## src/inc/tav_pkg.sv

```systemverilog
// Constants shared by the timed average value block
`default_nettype none
package tav_pkg;

  // ********************************************************************
  // Clock and time base
  // ********************************************************************
  localparam int unsigned CLK_HZ = 10_000_000;
  localparam int unsigned HZ_PER_MHZ = 1_000_000;
  // Base tick of 10 ms: the finest spacing of samples ever needed
  localparam int unsigned TICK_US = 10_000;
  localparam int unsigned TICK_CYCLES = TICK_US * (CLK_HZ / HZ_PER_MHZ);

  // Base ticks in one unit of the sampling period
  localparam logic [31:0] TICKS_PER_SEC = 32'h0000_0064;
  localparam logic [31:0] TICKS_PER_MIN = 32'h0000_1770;
  localparam logic [31:0] TICKS_PER_HOUR = 32'h0005_7E40;
  localparam logic [31:0] TICKS_PER_DAY = 32'h0083_D600;

  // ********************************************************************
  // Sampling period and sample count ranges
  // ********************************************************************
  localparam int unsigned UNIT_W = 2;
  localparam logic [1:0] UNIT_SEC = 2'h0;
  localparam logic [1:0] UNIT_MIN = 2'h1;
  localparam logic [1:0] UNIT_HOUR = 2'h2;
  localparam logic [1:0] UNIT_DAY = 2'h3;

  localparam int unsigned PERIOD_W = 9;
  localparam logic [8:0] PERIOD_MIN = 9'h001;
  localparam logic [8:0] PERIOD_MAX_SEC = 9'h03B;
  localparam logic [8:0] PERIOD_MAX_MIN = 9'h03B;
  localparam logic [8:0] PERIOD_MAX_HOUR = 9'h017;
  localparam logic [8:0] PERIOD_MAX_DAY = 9'h16D;

  localparam int unsigned COUNT_W = 15;
  localparam logic [14:0] COUNT_MIN = 15'h0001;
  localparam logic [14:0] COUNT_MAX = 15'h7FFF;
  localparam logic [14:0] COUNT_PER_SEC = 15'h0064;
  localparam logic [14:0] COUNT_PER_MIN = 15'h1770;
  localparam logic [8:0] MIN_SHORT_LIMIT = 9'h005;

  // ********************************************************************
  // Analogue scale and arithmetic widths
  // ********************************************************************
  localparam int unsigned AIN_W = 10;
  localparam logic [9:0] AIN_FULL = 10'h3E8;
  localparam int unsigned SUM_W = 32;

  // ********************************************************************
  // Register map
  // ********************************************************************
  localparam int unsigned ADDR_W = 8;
  localparam logic [7:0] REG_CFG = 8'h00;
  localparam logic [7:0] REG_COUNT = 8'h04;
  localparam logic [7:0] REG_STATUS = 8'h08;
  localparam logic [7:0] REG_AVG = 8'h0C;

  localparam int unsigned CFG_PERIOD_LSB = 0;
  localparam int unsigned CFG_UNIT_LSB = 12;
  localparam int unsigned COUNT_LSB = 0;
  localparam int unsigned STAT_RUN_BIT = 0;
  localparam int unsigned STAT_VALID_BIT = 1;
  localparam int unsigned STAT_EN_BIT = 2;

  localparam logic [1:0] RST_UNIT = UNIT_SEC;
  localparam logic [8:0] RST_PERIOD = 9'h001;
  localparam logic [14:0] RST_COUNT = 15'h0001;

endpackage
`default_nettype wire

```

## src/verilog/tav_top.sv

```systemverilog
// Timed average value block: sampler, interval control and registers
// ********************************************************************
// How it works
// RULE_01: Enable rising edge starts period, then outputs mean
// RULE_02: Enable falling edge stops sampling, holds output
// RULE_03: Enable high keeps averaging interval after interval
// RULE_04: Interval end loads output, held until next
// RULE_05: Clear input zeroes output and all accumulators
// RULE_06: Take sample_count samples per period, output mean
// RULE_07: Period unit seconds/minutes/hours/days, ranges clamped
// RULE_08: Seconds: count limited to period times 100
// RULE_09: Hours or days: count limited to 32767
// RULE_10: Minutes: period*6000 up to five, else 32767
// RULE_11: Input scale 0 to 1000, larger values clipped
// RULE_12: Sum divided by count, truncated; samples spaced evenly
// ********************************************************************
`timescale 1ns/1ns
`default_nettype none
module tav_top #(
  parameter int unsigned TICK_CYCLES = tav_pkg::TICK_CYCLES,
  parameter int unsigned AIN_W = tav_pkg::AIN_W
) (
  input wire logic clk_sys_i,
  input wire logic rst_i,
  input wire logic ce_i,
  input wire logic enable_i,
  input wire logic clear_i,
  input wire logic [AIN_W-1:0] analog_in_i,
  input wire logic [tav_pkg::ADDR_W-1:0] addr_i,
  input wire logic [31:0] wr_data_i,
  input wire logic wr_i,
  input wire logic rd_i,
  output logic [31:0] rd_data_o,
  output logic [AIN_W-1:0] average_out_o,
  output logic sampling_o
);

  // ********************************************************************
  // Helper functions
  // ********************************************************************

  // Base ticks in a whole sampling period; days need all 32 bits
  function automatic logic [31:0] period_ticks(input logic [1:0] unit,
                                               input logic [8:0] period);
    logic [63:0] p;
    p = '0;
    case (unit)
      tav_pkg::UNIT_SEC: p = {23'h0, period} * tav_pkg::TICKS_PER_SEC;
      tav_pkg::UNIT_MIN: p = {23'h0, period} * tav_pkg::TICKS_PER_MIN;
      tav_pkg::UNIT_HOUR: p = {23'h0, period} * tav_pkg::TICKS_PER_HOUR;
      default: p = {23'h0, period} * tav_pkg::TICKS_PER_DAY;
    endcase
    return p[31:0];
  endfunction

  // Largest period value allowed for a unit
  function automatic logic [8:0] period_max(input logic [1:0] unit);
    logic [8:0] m;
    m = tav_pkg::PERIOD_MAX_DAY;
    case (unit)
      tav_pkg::UNIT_SEC: m = tav_pkg::PERIOD_MAX_SEC;
      tav_pkg::UNIT_MIN: m = tav_pkg::PERIOD_MAX_MIN;
      tav_pkg::UNIT_HOUR: m = tav_pkg::PERIOD_MAX_HOUR;
      default: m = tav_pkg::PERIOD_MAX_DAY;
    endcase
    return m;
  endfunction

  // Largest sample count for a unit and period
  function automatic logic [14:0] count_max(input logic [1:0] unit,
                                            input logic [8:0] period);
    logic [29:0] l;
    l = {15'h0, tav_pkg::COUNT_MAX};
    case (unit)
      // RULE_08: seconds count limit
      tav_pkg::UNIT_SEC: l = {6'h0, period} * tav_pkg::COUNT_PER_SEC;
      // RULE_10: minutes count limit
      tav_pkg::UNIT_MIN: begin
        if (period <= tav_pkg::MIN_SHORT_LIMIT) begin
          l = {6'h0, period} * tav_pkg::COUNT_PER_MIN;
        end
      end
      // RULE_09: hours and days limit
      default: l = {15'h0, tav_pkg::COUNT_MAX};
    endcase
    return l[14:0];
  endfunction

  // Clip a value into the range lo..hi
  function automatic logic [14:0] clip(input logic [14:0] v,
                                       input logic [14:0] lo,
                                       input logic [14:0] hi);
    logic [14:0] r;
    r = v;
    if (v < lo) begin
      r = lo;
    end else if (v > hi) begin
      r = hi;
    end
    return r;
  endfunction

  // ********************************************************************
  // Register file
  // ********************************************************************
  typedef enum logic {TAV_IDLE, TAV_RUN} tav_state_t;

  logic [1:0] unit_r;
  logic [1:0] unit_nxt;
  logic [8:0] period_r;
  logic [8:0] period_nxt;
  logic [14:0] count_cfg_r;
  logic [14:0] count_cfg_nxt;
  logic [31:0] rd_data_r;
  logic [31:0] rd_data_nxt;

  tav_state_t state_r;
  tav_state_t state_nxt;
  logic en_prev_r;
  logic en_prev_nxt;
  logic run_r;
  logic run_nxt;
  logic valid_r;
  logic valid_nxt;
  logic [31:0] per_r;
  logic [31:0] per_nxt;
  logic [14:0] count_r;
  logic [14:0] count_nxt;
  logic [31:0] tick_cnt_r;
  logic [31:0] tick_cnt_nxt;
  logic [31:0] acc_r;
  logic [31:0] acc_nxt;
  logic [tav_pkg::SUM_W-1:0] sum_r;
  logic [tav_pkg::SUM_W-1:0] sum_nxt;
  logic [AIN_W-1:0] avg_r;
  logic [AIN_W-1:0] avg_nxt;

  logic tick;
  logic restart;
  logic div_start;
  logic div_done;
  logic [tav_pkg::SUM_W-1:0] div_num;
  logic [tav_pkg::SUM_W-1:0] quotient;

  // Writes clip into the legal ranges, so reads show the values in use
  always_comb begin
    logic [8:0] p_in;
    p_in = wr_data_i[tav_pkg::CFG_PERIOD_LSB +: tav_pkg::PERIOD_W];
    unit_nxt = unit_r;
    period_nxt = period_r;
    count_cfg_nxt = count_cfg_r;
    rd_data_nxt = 32'h0000_0000;
    if (wr_i && addr_i == tav_pkg::REG_CFG) begin
      unit_nxt = wr_data_i[tav_pkg::CFG_UNIT_LSB +: tav_pkg::UNIT_W];
      // RULE_07: clip period range
      period_nxt = 9'(clip({6'h0, p_in}, {6'h0, tav_pkg::PERIOD_MIN},
                           {6'h0, period_max(unit_nxt)}));
    end
    if (wr_i && addr_i == tav_pkg::REG_COUNT) begin
      count_cfg_nxt = wr_data_i[tav_pkg::COUNT_LSB +: tav_pkg::COUNT_W];
    end
    // A new period may shrink the limit, so the count is clipped again
    count_cfg_nxt = clip(count_cfg_nxt, tav_pkg::COUNT_MIN,
                         count_max(unit_nxt, period_nxt));
    if (rd_i) begin
      case (addr_i)
        tav_pkg::REG_CFG: begin
          rd_data_nxt[tav_pkg::CFG_UNIT_LSB +: tav_pkg::UNIT_W] = unit_r;
          rd_data_nxt[tav_pkg::CFG_PERIOD_LSB +: tav_pkg::PERIOD_W] =
            period_r;
        end
        tav_pkg::REG_COUNT: begin
          rd_data_nxt[tav_pkg::COUNT_LSB +: tav_pkg::COUNT_W] = count_cfg_r;
        end
        tav_pkg::REG_STATUS: begin
          rd_data_nxt[tav_pkg::STAT_RUN_BIT] = run_r;
          rd_data_nxt[tav_pkg::STAT_VALID_BIT] = valid_r;
          rd_data_nxt[tav_pkg::STAT_EN_BIT] = en_prev_r;
        end
        tav_pkg::REG_AVG: begin
          rd_data_nxt[AIN_W-1:0] = avg_r;
        end
        default: rd_data_nxt = 32'h0000_0000;
      endcase
    end
  end

  always_ff @(posedge clk_sys_i or posedge rst_i) begin
    if (rst_i) begin
      unit_r <= tav_pkg::RST_UNIT;
      period_r <= tav_pkg::RST_PERIOD;
      count_cfg_r <= tav_pkg::RST_COUNT;
      rd_data_r <= 32'h0000_0000;
    end else if (ce_i) begin
      unit_r <= unit_nxt;
      period_r <= period_nxt;
      count_cfg_r <= count_cfg_nxt;
      rd_data_r <= rd_data_nxt;
    end
  end

  // ********************************************************************
  // Interval control and accumulation
  // ********************************************************************

  // Period and count are latched per interval; config edits apply later
  always_comb begin
    logic [31:0] acc_sum;
    logic [tav_pkg::SUM_W-1:0] sum_add;
    logic [AIN_W-1:0] sample;
    logic take;
    logic rise;
    acc_sum = acc_r + {17'h0, count_r};
    take = (acc_sum >= per_r);
    // RULE_11: clip input to full scale
    sample = (analog_in_i > AIN_W'(tav_pkg::AIN_FULL)) ?
             AIN_W'(tav_pkg::AIN_FULL) : analog_in_i;
    sum_add = take ? sum_r + tav_pkg::SUM_W'(sample) : sum_r;
    rise = enable_i & ~en_prev_r;
    state_nxt = state_r;
    en_prev_nxt = enable_i;
    valid_nxt = valid_r;
    per_nxt = per_r;
    count_nxt = count_r;
    tick_cnt_nxt = tick_cnt_r;
    acc_nxt = acc_r;
    sum_nxt = sum_r;
    avg_nxt = avg_r;
    restart = 1'b0;
    div_start = 1'b0;
    div_num = sum_add;
    if (clear_i) begin
      // RULE_05: clear output, accumulators, tick count and valid to zero
      tick_cnt_nxt = '0;
      acc_nxt = '0;
      sum_nxt = '0;
      avg_nxt = '0;
      valid_nxt = 1'b0;
      restart = 1'b1;
    end else begin
      case (state_r)
        TAV_IDLE: begin
          // RULE_01: rising edge opens a period
          if (rise) begin
            state_nxt = TAV_RUN;
            per_nxt = period_ticks(unit_r, period_r);
            count_nxt = count_cfg_r;
            tick_cnt_nxt = '0;
            acc_nxt = '0;
            sum_nxt = '0;
            restart = 1'b1;
          end
        end
        TAV_RUN: begin
          if (!enable_i) begin
            // RULE_02: stop, partial interval dropped
            state_nxt = TAV_IDLE;
          end else if (tick) begin
            // RULE_12: even spacing by error accumulator
            acc_nxt = take ? acc_sum - per_r : acc_sum;
            // RULE_06: count samples across the period
            if (32'(tick_cnt_r + 32'h1) == per_r) begin
              // RULE_03: next interval starts at once
              div_start = 1'b1;
              per_nxt = period_ticks(unit_r, period_r);
              count_nxt = count_cfg_r;
              tick_cnt_nxt = '0;
              acc_nxt = '0;
              sum_nxt = '0;
            end else begin
              tick_cnt_nxt = 32'(tick_cnt_r + 32'h1);
              sum_nxt = sum_add;
            end
          end
        end
        default: state_nxt = TAV_IDLE;
      endcase
      // RULE_04: load mean at interval end
      if (div_done) begin
        avg_nxt = quotient[AIN_W-1:0];
        valid_nxt = 1'b1;
      end
    end
    run_nxt = (state_nxt == TAV_RUN);
  end

  always_ff @(posedge clk_sys_i or posedge rst_i) begin
    if (rst_i) begin
      state_r <= TAV_IDLE;
      en_prev_r <= 1'b0;
      run_r <= 1'b0;
      valid_r <= 1'b0;
      per_r <= 32'h0000_0000;
      count_r <= tav_pkg::RST_COUNT;
      tick_cnt_r <= 32'h0000_0000;
      acc_r <= 32'h0000_0000;
      sum_r <= '0;
      avg_r <= '0;
    end else if (ce_i) begin
      state_r <= state_nxt;
      en_prev_r <= en_prev_nxt;
      run_r <= run_nxt;
      valid_r <= valid_nxt;
      per_r <= per_nxt;
      count_r <= count_nxt;
      tick_cnt_r <= tick_cnt_nxt;
      acc_r <= acc_nxt;
      sum_r <= sum_nxt;
      avg_r <= avg_nxt;
    end
  end

  // ********************************************************************
  // Time base and divider
  // ********************************************************************

  // Base tick, realigned when enable opens a period and on clear
  tav_tick #(
    .CYCLES(TICK_CYCLES)
  ) u_tick (
    .clk_sys_i(clk_sys_i),
    .rst_i(rst_i),
    .ce_i(ce_i),
    .restart_i(restart),
    .tick_o(tick)
  );

  // RULE_12: truncating division by count
  tav_div #(
    .NUM_W(tav_pkg::SUM_W),
    .DEN_W(tav_pkg::COUNT_W)
  ) u_div (
    .clk_sys_i(clk_sys_i),
    .rst_i(rst_i),
    .ce_i(ce_i),
    .start_i(div_start),
    .abort_i(clear_i),
    .dividend_i(div_num),
    .divisor_i(count_r),
    .done_o(div_done),
    .quotient_o(quotient)
  );

  // Outputs straight from flip-flops
  assign rd_data_o = rd_data_r;
  assign average_out_o = avg_r;
  assign sampling_o = run_r;

endmodule
`default_nettype wire

```

## src/verilog/tav_tick.sv

```systemverilog
// Base tick generator for the timed average value block
`timescale 1ns/1ns
`default_nettype none
module tav_tick #(
  parameter int unsigned CYCLES = tav_pkg::TICK_CYCLES
) (
  input wire logic clk_sys_i,
  input wire logic rst_i,
  input wire logic ce_i,
  input wire logic restart_i,
  output logic tick_o
);

  localparam int unsigned CNT_W = (CYCLES > 1) ? $clog2(CYCLES) : 1;
  localparam logic [CNT_W-1:0] LAST = CNT_W'(CYCLES - 1);

  logic [CNT_W-1:0] cnt_r;
  logic [CNT_W-1:0] cnt_nxt;
  logic tick_r;
  logic tick_nxt;

  // Restart realigns the ticks so a period is whole base ticks long
  always_comb begin
    cnt_nxt = cnt_r + CNT_W'(1);
    tick_nxt = 1'b0;
    if (restart_i) begin
      cnt_nxt = '0;
    end else if (cnt_r == LAST) begin
      cnt_nxt = '0;
      tick_nxt = 1'b1;
    end
  end

  always_ff @(posedge clk_sys_i or posedge rst_i) begin
    if (rst_i) begin
      cnt_r <= '0;
      tick_r <= 1'b0;
    end else if (ce_i) begin
      cnt_r <= cnt_nxt;
      tick_r <= tick_nxt;
    end
  end

  assign tick_o = tick_r;

endmodule
`default_nettype wire

```

## src/verilog/tav_div.sv

```systemverilog
// Sequential restoring divider for the interval mean
`timescale 1ns/1ns
`default_nettype none
module tav_div #(
  parameter int unsigned NUM_W = tav_pkg::SUM_W,
  parameter int unsigned DEN_W = tav_pkg::COUNT_W
) (
  input wire logic clk_sys_i,
  input wire logic rst_i,
  input wire logic ce_i,
  input wire logic start_i,
  input wire logic abort_i,
  input wire logic [NUM_W-1:0] dividend_i,
  input wire logic [DEN_W-1:0] divisor_i,
  output logic done_o,
  output logic [NUM_W-1:0] quotient_o
);

  localparam int unsigned CNT_W = $clog2(NUM_W + 1);

  logic [DEN_W:0] rem_r;
  logic [DEN_W:0] rem_nxt;
  logic [NUM_W-1:0] quo_r;
  logic [NUM_W-1:0] quo_nxt;
  logic [DEN_W-1:0] den_r;
  logic [DEN_W-1:0] den_nxt;
  logic [CNT_W-1:0] cnt_r;
  logic [CNT_W-1:0] cnt_nxt;
  logic done_r;
  logic done_nxt;
  logic [DEN_W:0] shifted;

  // One quotient bit per cycle; quotient truncates toward zero
  always_comb begin
    rem_nxt = rem_r;
    quo_nxt = quo_r;
    den_nxt = den_r;
    cnt_nxt = cnt_r;
    done_nxt = 1'b0;
    shifted = {rem_r[DEN_W-1:0], quo_r[NUM_W-1]};
    if (abort_i) begin
      cnt_nxt = '0;
    end else if (start_i) begin
      rem_nxt = '0;
      quo_nxt = dividend_i;
      den_nxt = divisor_i;
      cnt_nxt = CNT_W'(NUM_W);
    end else if (cnt_r != '0) begin
      if (shifted >= {1'b0, den_r}) begin
        rem_nxt = shifted - {1'b0, den_r};
        quo_nxt = {quo_r[NUM_W-2:0], 1'b1};
      end else begin
        rem_nxt = shifted;
        quo_nxt = {quo_r[NUM_W-2:0], 1'b0};
      end
      cnt_nxt = cnt_r - CNT_W'(1);
      done_nxt = (cnt_r == CNT_W'(1));
    end
  end

  always_ff @(posedge clk_sys_i or posedge rst_i) begin
    if (rst_i) begin
      rem_r <= '0;
      quo_r <= '0;
      den_r <= '0;
      cnt_r <= '0;
      done_r <= 1'b0;
    end else if (ce_i) begin
      rem_r <= rem_nxt;
      quo_r <= quo_nxt;
      den_r <= den_nxt;
      cnt_r <= cnt_nxt;
      done_r <= done_nxt;
    end
  end

  assign done_o = done_r;
  assign quotient_o = quo_r;

endmodule
`default_nettype wire

```

## config.mk

```make
export PLATFORM = sky130hd
export DESIGN_NAME = tav_top
export DESIGN_NICKNAME = d
export VERILOG_FILES = /design/src/inc/tav_pkg.sv /design/src/verilog/tav_top.sv /design/src/verilog/tav_tick.sv /design/src/verilog/tav_div.sv
export SDC_FILE = /design/constraint.sdc
export NUM_CORES = 1
export LEC_CHECK = 0
export ABC_CLOCK_PERIOD_IN_PS = 7200
export BUFFER_PORTS_ARGS = -buffer_cell sky130_fd_sc_hd__buf_2
export CORE_MARGIN = 2
export CORE_UTILIZATION = 32
export CTS_CLUSTER_SIZE = 24
export DETAILED_ROUTE_END_ITERATION = 10
export GPL_TIMING_DRIVEN = 0
export MAX_ROUTING_LAYER = met4
export PLACE_DENSITY_LB_ADDON = 0.25
export SYNTH_ARGS = -nofsm -noshare
export SYNTH_HDL_FRONTEND = slang
export SYNTH_SLANG_ARGS = --single-unit
```

## constraint.sdc

```tcl
create_clock -name clk_sys_i -period 7.2 [get_ports clk_sys_i]
set_input_delay 0 -clock clk_sys_i [delete_from_list [all_inputs] [get_ports clk_sys_i]]
set_output_delay 0 -clock clk_sys_i [all_outputs]
set_load 0.03 [all_outputs]
```

== Word-level counts from Yosys, hierarchy flattened ==
Index checks and enable logic that the tools add are counted.

* Flip-flop bits (word level): 301
* Bits of input ports: 57
* Output and inout port bits: 43
* Word-level logic and storage cells: 160

* $add $sub $neg: 7
* $mul: 6
* Order comparisons: 8
* Equality and inequality tests: 18
* Muxes and demuxes: 79
* Bitwise logic cells: 4
* Reductions and logical operators: 18

{| class="wikitable"
|+ Operators by type and width
! operator !! count
|-
| $mux 32 || 21
|-
| $pmux 32 s2 || 4
|-
| $mux 15 || 12
|-
| $pmux 32 s3 || 1
|-
| $pmux 15 s2 || 2
|-
| $mux 9 || 4
|-
| $mux 17 || 2
|-
| $add 32x1->32 const B || 1
|-
| $add 32x10->32 || 1
|-
| $add 32x15->32 || 1
|-
| $eq 32x32->1 || 1
|-
| $ge 32x32->1 || 1
|-
| $sub 32x32->32 || 1
|-
| $mux 10 || 3
|-
| $mul 9x15->23 const B || 1
|-
| $mul 9x13->22 const B || 1
|-
| $mux 1 || 19
|-
| $mul 9x9->18 const B || 1
|-
| $mux 6 || 3
|-
| $pmux 6 s3 || 1
|-
| $pmux 9 s2 || 1
|-
| $add 17x1->17 const B || 1
|-
| $eq 17x17->1 const B || 1
|-
| $eq 8x4->1 const B || 2
|-
| other kinds (37) || 54
|}

== Longest topological paths before layout ==
* Word-level depth: 14
* Gate-level depth with buffers: 36
* Gate-level depth less buffers: 34

== By module ==
A second synthesis with hierarchy kept.

* Cells, all modules: 3,121
* Area, all modules: 27,712.8 um^2

{| class="wikitable"
|+ Modules (own cells, without submodules)
! module !! times used !! cells an instance !! area each (um^2) !! seq. area each (um^2)
|-
| tav_top || 1 || 2,622 || 22,764.3 || 4,883.4
|-
| tav_div || 1 || 400 || 3,928.8 || 1,726.7
|-
| tav_tick || 1 || 99 || 1,019.7 || 450.4
|}

== Worst setup path after synthesis ==
OpenSTA, ideal clock, no wires.

* Kind: input-to-reg
* Start point: in wr_data_i[13]
* End point: reg count_cfg_r[0]
* Library setup time: 0.094 ns
* Arrival time: 7.634 ns
* Data required time: 7.106 ns
* Setup slack: -0.528 ns
* Stages on the path: 33
* Buffers on the path: 3
* Cells stage by stage: clkbuf_1 nand2_1 ha_1 nand3b_1 o41a_1 a31o_2 clkbuf_1 a311oi_1 fa_1 inv_1 fa_1 inv_1 fa_1 fa_1 inv_1 ha_1 inv_1 nor2_1 nor2_1 o21bai_1 a21oi_1 xnor2_1 xnor2_1 xnor2_1 o22ai_1 ha_1 a21o_1 a2111oi_0 a211oi_1 inv_1 clkbuf_1 nor3_1 a311oi_1

* Cells in the longest elaborated chain, start to end: 14
* Elaborated cells between the ends (all ways): 23
* Classes of those cells: 2 x mul; 4 x order compare; 3 x eq/ne; 11 x mux; 3 x reduce/logical

{| class="wikitable"
|+ Ends and longest elaborated chain
! what !! line !! RTL
|-
| start, declared || tav_top.sv:30 || <nowiki>input wire logic [31:0] wr_data_i,</nowiki>
|-
| $eq 2x1->1 / $logic_not 2->1 (equally long branches) || tav_top.sv:60 || <nowiki>case (unit)</nowiki>
|-
| $reduce_or 2->1 (no source line) || - ||
|-
| $pmux 9 s2 || tav_top.sv:60 ||
|-
| $mux 9 || tav_top.sv:153 || <nowiki>if (wr_i && addr_i == tav_pkg::REG_CFG) begin</nowiki>
|-
| $gt 9x9->1 || tav_top.sv:97 || <nowiki>end else if (v > hi) begin</nowiki>
|-
| $mux 9 || tav_top.sv:97 ||
|-
| $mux 9 || tav_top.sv:95 || <nowiki>if (v < lo) begin</nowiki>
|-
| $mux 9 || tav_top.sv:153 ||
|-
| $mul 9x9->11 / $le 9x3->1 (equally long branches) || tav_top.sv:80, tav_top.sv:79 ||
|-
| $mux 15 || tav_top.sv:79 || <nowiki>if (period <= tav_pkg::MIN_SHORT_LIMIT) begin</nowiki>
|-
| $pmux 15 s2 || tav_top.sv:74 || <nowiki>case (unit)</nowiki>
|-
| $gt 15x15->1 || tav_top.sv:97 ||
|-
| $mux 15 || tav_top.sv:97 ||
|-
| $mux 15 * || tav_top.sv:95 ||
|-
| end signal, assigned || tav_top.sv:192 || <nowiki>count_cfg_r <= tav_pkg::RST_COUNT;</nowiki>
|-
| end signal, assigned || tav_top.sv:197 || <nowiki>count_cfg_r <= count_cfg_nxt;</nowiki>
|-
| end, declared || tav_top.sv:112 || <nowiki>logic [14:0] count_cfg_r;</nowiki>
|}

Mark *: on every way between the ends. The rest lies on a longest branch, timed or not. The select of a mux whose other input is x is not followed.
A chain may end at the register's enable or synchronous reset.

== Worst setup path in the final report ==
* Start point: in wr_data_i[5]
* End point: reg count_cfg_r[5]

* Cells in the longest elaborated chain, start to end: 10
* Elaborated cells between the ends (all ways): 15
* Classes of those cells: 2 x mul; 5 x order compare; 8 x mux

{| class="wikitable"
|+ Ends and longest elaborated chain
! what !! line
|-
| $gt 9x9->1 || tav_top.sv:97
|-
| $mux 9 || tav_top.sv:97
|-
| $mux 9 || tav_top.sv:95
|-
| $mux 9 || tav_top.sv:153
|-
| $mul 9x9->11 / $le 9x3->1 (equally long branches) || tav_top.sv:80, tav_top.sv:79
|-
| $mux 15 || tav_top.sv:79
|-
| $pmux 15 s2 || tav_top.sv:74
|-
| $gt 15x15->1 || tav_top.sv:97
|-
| $mux 15 || tav_top.sv:97
|-
| $mux 15 * || tav_top.sv:95
|}

Mark *: on every way between the ends. The rest lies on a longest branch, timed or not.

==> run metrics <==
status completed; fin. max-slew vios 0; Synth Instances 3108; RR Endpoint count_cfg_r[5]$_DFFE_PP0P_; fillers 8875; gp weighted congestion 0.917; Die Height 296 microns; Yosys top cell area share 25.6%; vias 23300; clock root cell clkbuf_16; CTS buffer count 37; CP endpoint kind flop; IO buf count 64; layout cells sized above 1 10.3%; reg-to-reg slack, setup 350 ps; H-tree depth 2; antenna violations before repair 1; critical path arrival 7380 ps; fin nets 3756; data required time of the worst path 7630 ps; Hold Crit Class in2reg; fin crit period 6950 ps; Reg-to-Reg Start period_r[7]$_DFFE_PP0P_; final setup fails 0; pwr dens 544 mW/mm^2; PnR worst setup slack 248 ps; Crit path top cell by count inv_1; DP HPWL 67.9 mm; worst-path fanout max 8; number of enable flip-flop cells after synthesis 0; pre-CTS WS -1720 ps; first-pass GRT wire length 134 mm; CORE AREA 0.0849 sq mm; vias in the first global route 22800; top post-synthesis cells by area dfrtp_1, ha_1, fa_1; Wirelength per Cell 19.6 microns; Rows 107; GRT Overall Usage 20.3%; Critical Path Start wr_data_i[5]; largest net degree at the start of global routing 39; Synth-to-Final Area Change 14.6%; crit path capture count_cfg_r[5]$_DFFE_PP0P_; Mapped Area 0.0273 sq mm; Pre-antenna DRT Iters 6; DIE AREA 0.0877 sq mm; CTS tree built; fin area 0.0313 sq mm; WP depth 35; Max Clk Rate 144 MHz; Synth Area per Inst 8.79 sq um; number of DRC markers in iteration 0 1826; register area share after synthesis 25.9%; clock skew 22.3 ps; Max stage delay cell, worst path fa_1; Total Power 0.0170 W; Worst Setup Start Kind primary input; Netlist cell types 91; crit-path max cell delay 600 ps; Least-Margin Pin Slew 1220 ps; clk buf depth 3; Ports 100; clk slew on worst S/H paths 60 ps; DR vias/cell 5.24; Final period util 96.6%; Ys Warns 0; cell taking the most area after synthesis dfrtp_1; VDD IR-drop max 1240 uV; most frequent cell after synthesis inv_1; Post-synth top cells inv_1, ha_1, dfrtp_1, nand2_1, o21ai_0; grt total ovfl 0; count of final hold-check violations 0; Slew HR 18.6%; Synth Flop Type dfrtp_1; Crit Path Class in2reg; WL final 87.0 mm; DRC violations left 0; Max Cap Viol 0; die width 296 microns; clock latency on the worst-skew pair 560 ps; leakage 14.4 nW; Crit path max-delay family adder cells; CTS sink cnt 282; initial core utilization 32.2%; Post-DP Area 0.0293 sq mm; Synth Register Bits 282; setup tns final 0 ps; r2r worst-path depth 27; fraction of registers with async set/reset 100%; crit path buf inv count 9; DRT antenna net count 0
-- state kept, by name, summed over array words and instances (netlist names), 2 cells and up --
name              flops
acc_r                32
tick_cnt_r           32
u_div.cnt_r           6
rd_data_o            15
u_div.rem_r          15
average_out_o        10
period_r              9
count_cfg_r          15
u_tick.cnt_r         17
sum_r                32
u_div.quotient_o     32
per_r                30
count_r              15
unit_r                2
u_div.den_r          15
-- kinds of logic after synthesis --
group | Yosys count | synth area share, %
compound gates | 789 | 18.6
xor+xnor | 202 | 6.58
fa+ha+maj | 422 | 22.8
buf+inv | 510 | 7.44
flops | 282 | 25.9
mux | 97 | 3.93
other cells | 1 | 0.0137
simple gates | 805 | 14.8
-- area by class of cell --
cell class              count  area, sq um  area share [%]
diodes                      1         2.50         0.00800
plain buffers             144          699            2.24
clock buffers              51         1050            3.36
clock inverters            12          196           0.628
inverters                 363         1370            4.39
multi-input cells        2333        18600            59.3
flip-flops and latches    282         7070            22.6
well taps                1144         1430            4.57
repair buffers            116          908            2.90
-- report_power, final --
part           internal (W)  total, W  switching [W]
Sequential          0.00178   0.00214       0.000361
Combinational       0.00552    0.0129        0.00742
Clock               0.00120   0.00194       0.000742
-- layer usage --
layer	routed length, microns	part of all wire [%]	track usage [%]
met5	0	0	-
met4	1840	2.1	4.69
met3	4550	5.2	3.35
met2	39500	45	31.9
met1	41100	47	27.4
-- metrics by stage --
| step | util, % | hold slack, ps | std cells |
|---|---|---|---|
| 2_1_floorplan | - | 148 | 3124 |
| 3_3_place_gp | 34.4 | 288 | 4332 |
| 3_5_place_dp | 34.5 | 87.3 | 4340 |
| 4_1_cts | 36.4 | 3.51 | 4426 |
| 5_1_grt | 36.9 | 65.8 | 4446 |
| 6_report | 36.9 | 41.1 | 4446 |
-- worst min path at each step --
| stage | from | to | slack, ps | cells after the start |
|---|---|---|---|---|
| after CTS | addr_i[3] | rd_data_o[4]$_DFFE_PP0P_ | 4 | 4 |
| after global routing | addr_i[3] | rd_data_o[2]$_DFFE_PP0P_ | 70 | 4 |
| after detailed placement | rst_i | u_tick.cnt_r[11]$_DFFE_PP0P_ | 90 | 2 |
| after floorplan | enable_i | sampling_o$_DFFE_PP0P_ | 150 | 1 |
| after global placement | enable_i | sampling_o$_DFFE_PP0P_ | 290 | 2 |
| final | addr_i[3] | rd_data_o[2]$_DFFE_PP0P_ | 40 | 4 |
-- placed cells by master, fill, tap and decap left out, types with 27 or more instances in the layout --
cell type,n
a21o_1,47
a21oi_1,163
a22oi_1,38
and3_1,38
buf_2,71
buf_4,46
clkbuf_1,103
clkbuf_16,38
dfrtp_1,277
fa_1,125
ha_1,294
inv_1,354
mux2_2,51
mux2i_1,43
nand2_1,242
nand3_1,78
nand4_1,36
nor2_1,149
nor3_1,68
o21a_1,27
o21ai_0,206
o2bb2ai_1,27
or3_1,37
xnor2_1,140
xor2_1,58
-- tightest hold or removal path, stage by stage --
cell and delay (ps):
buf_2 170, mux4_2 240, nand3_1 70, o21ai_0 70
-- repair_timing --
action,in CTS,in global routing
gates cloned,1,0
pin swaps,9,22
setup buffers,10,19
endpoints found under the setup margin,106,41
gates resized for setup,35,45
hold buffers,15,0
endpoints found under the hold margin,89,0
No activity file was read; power rests on OpenSTA's default activity.
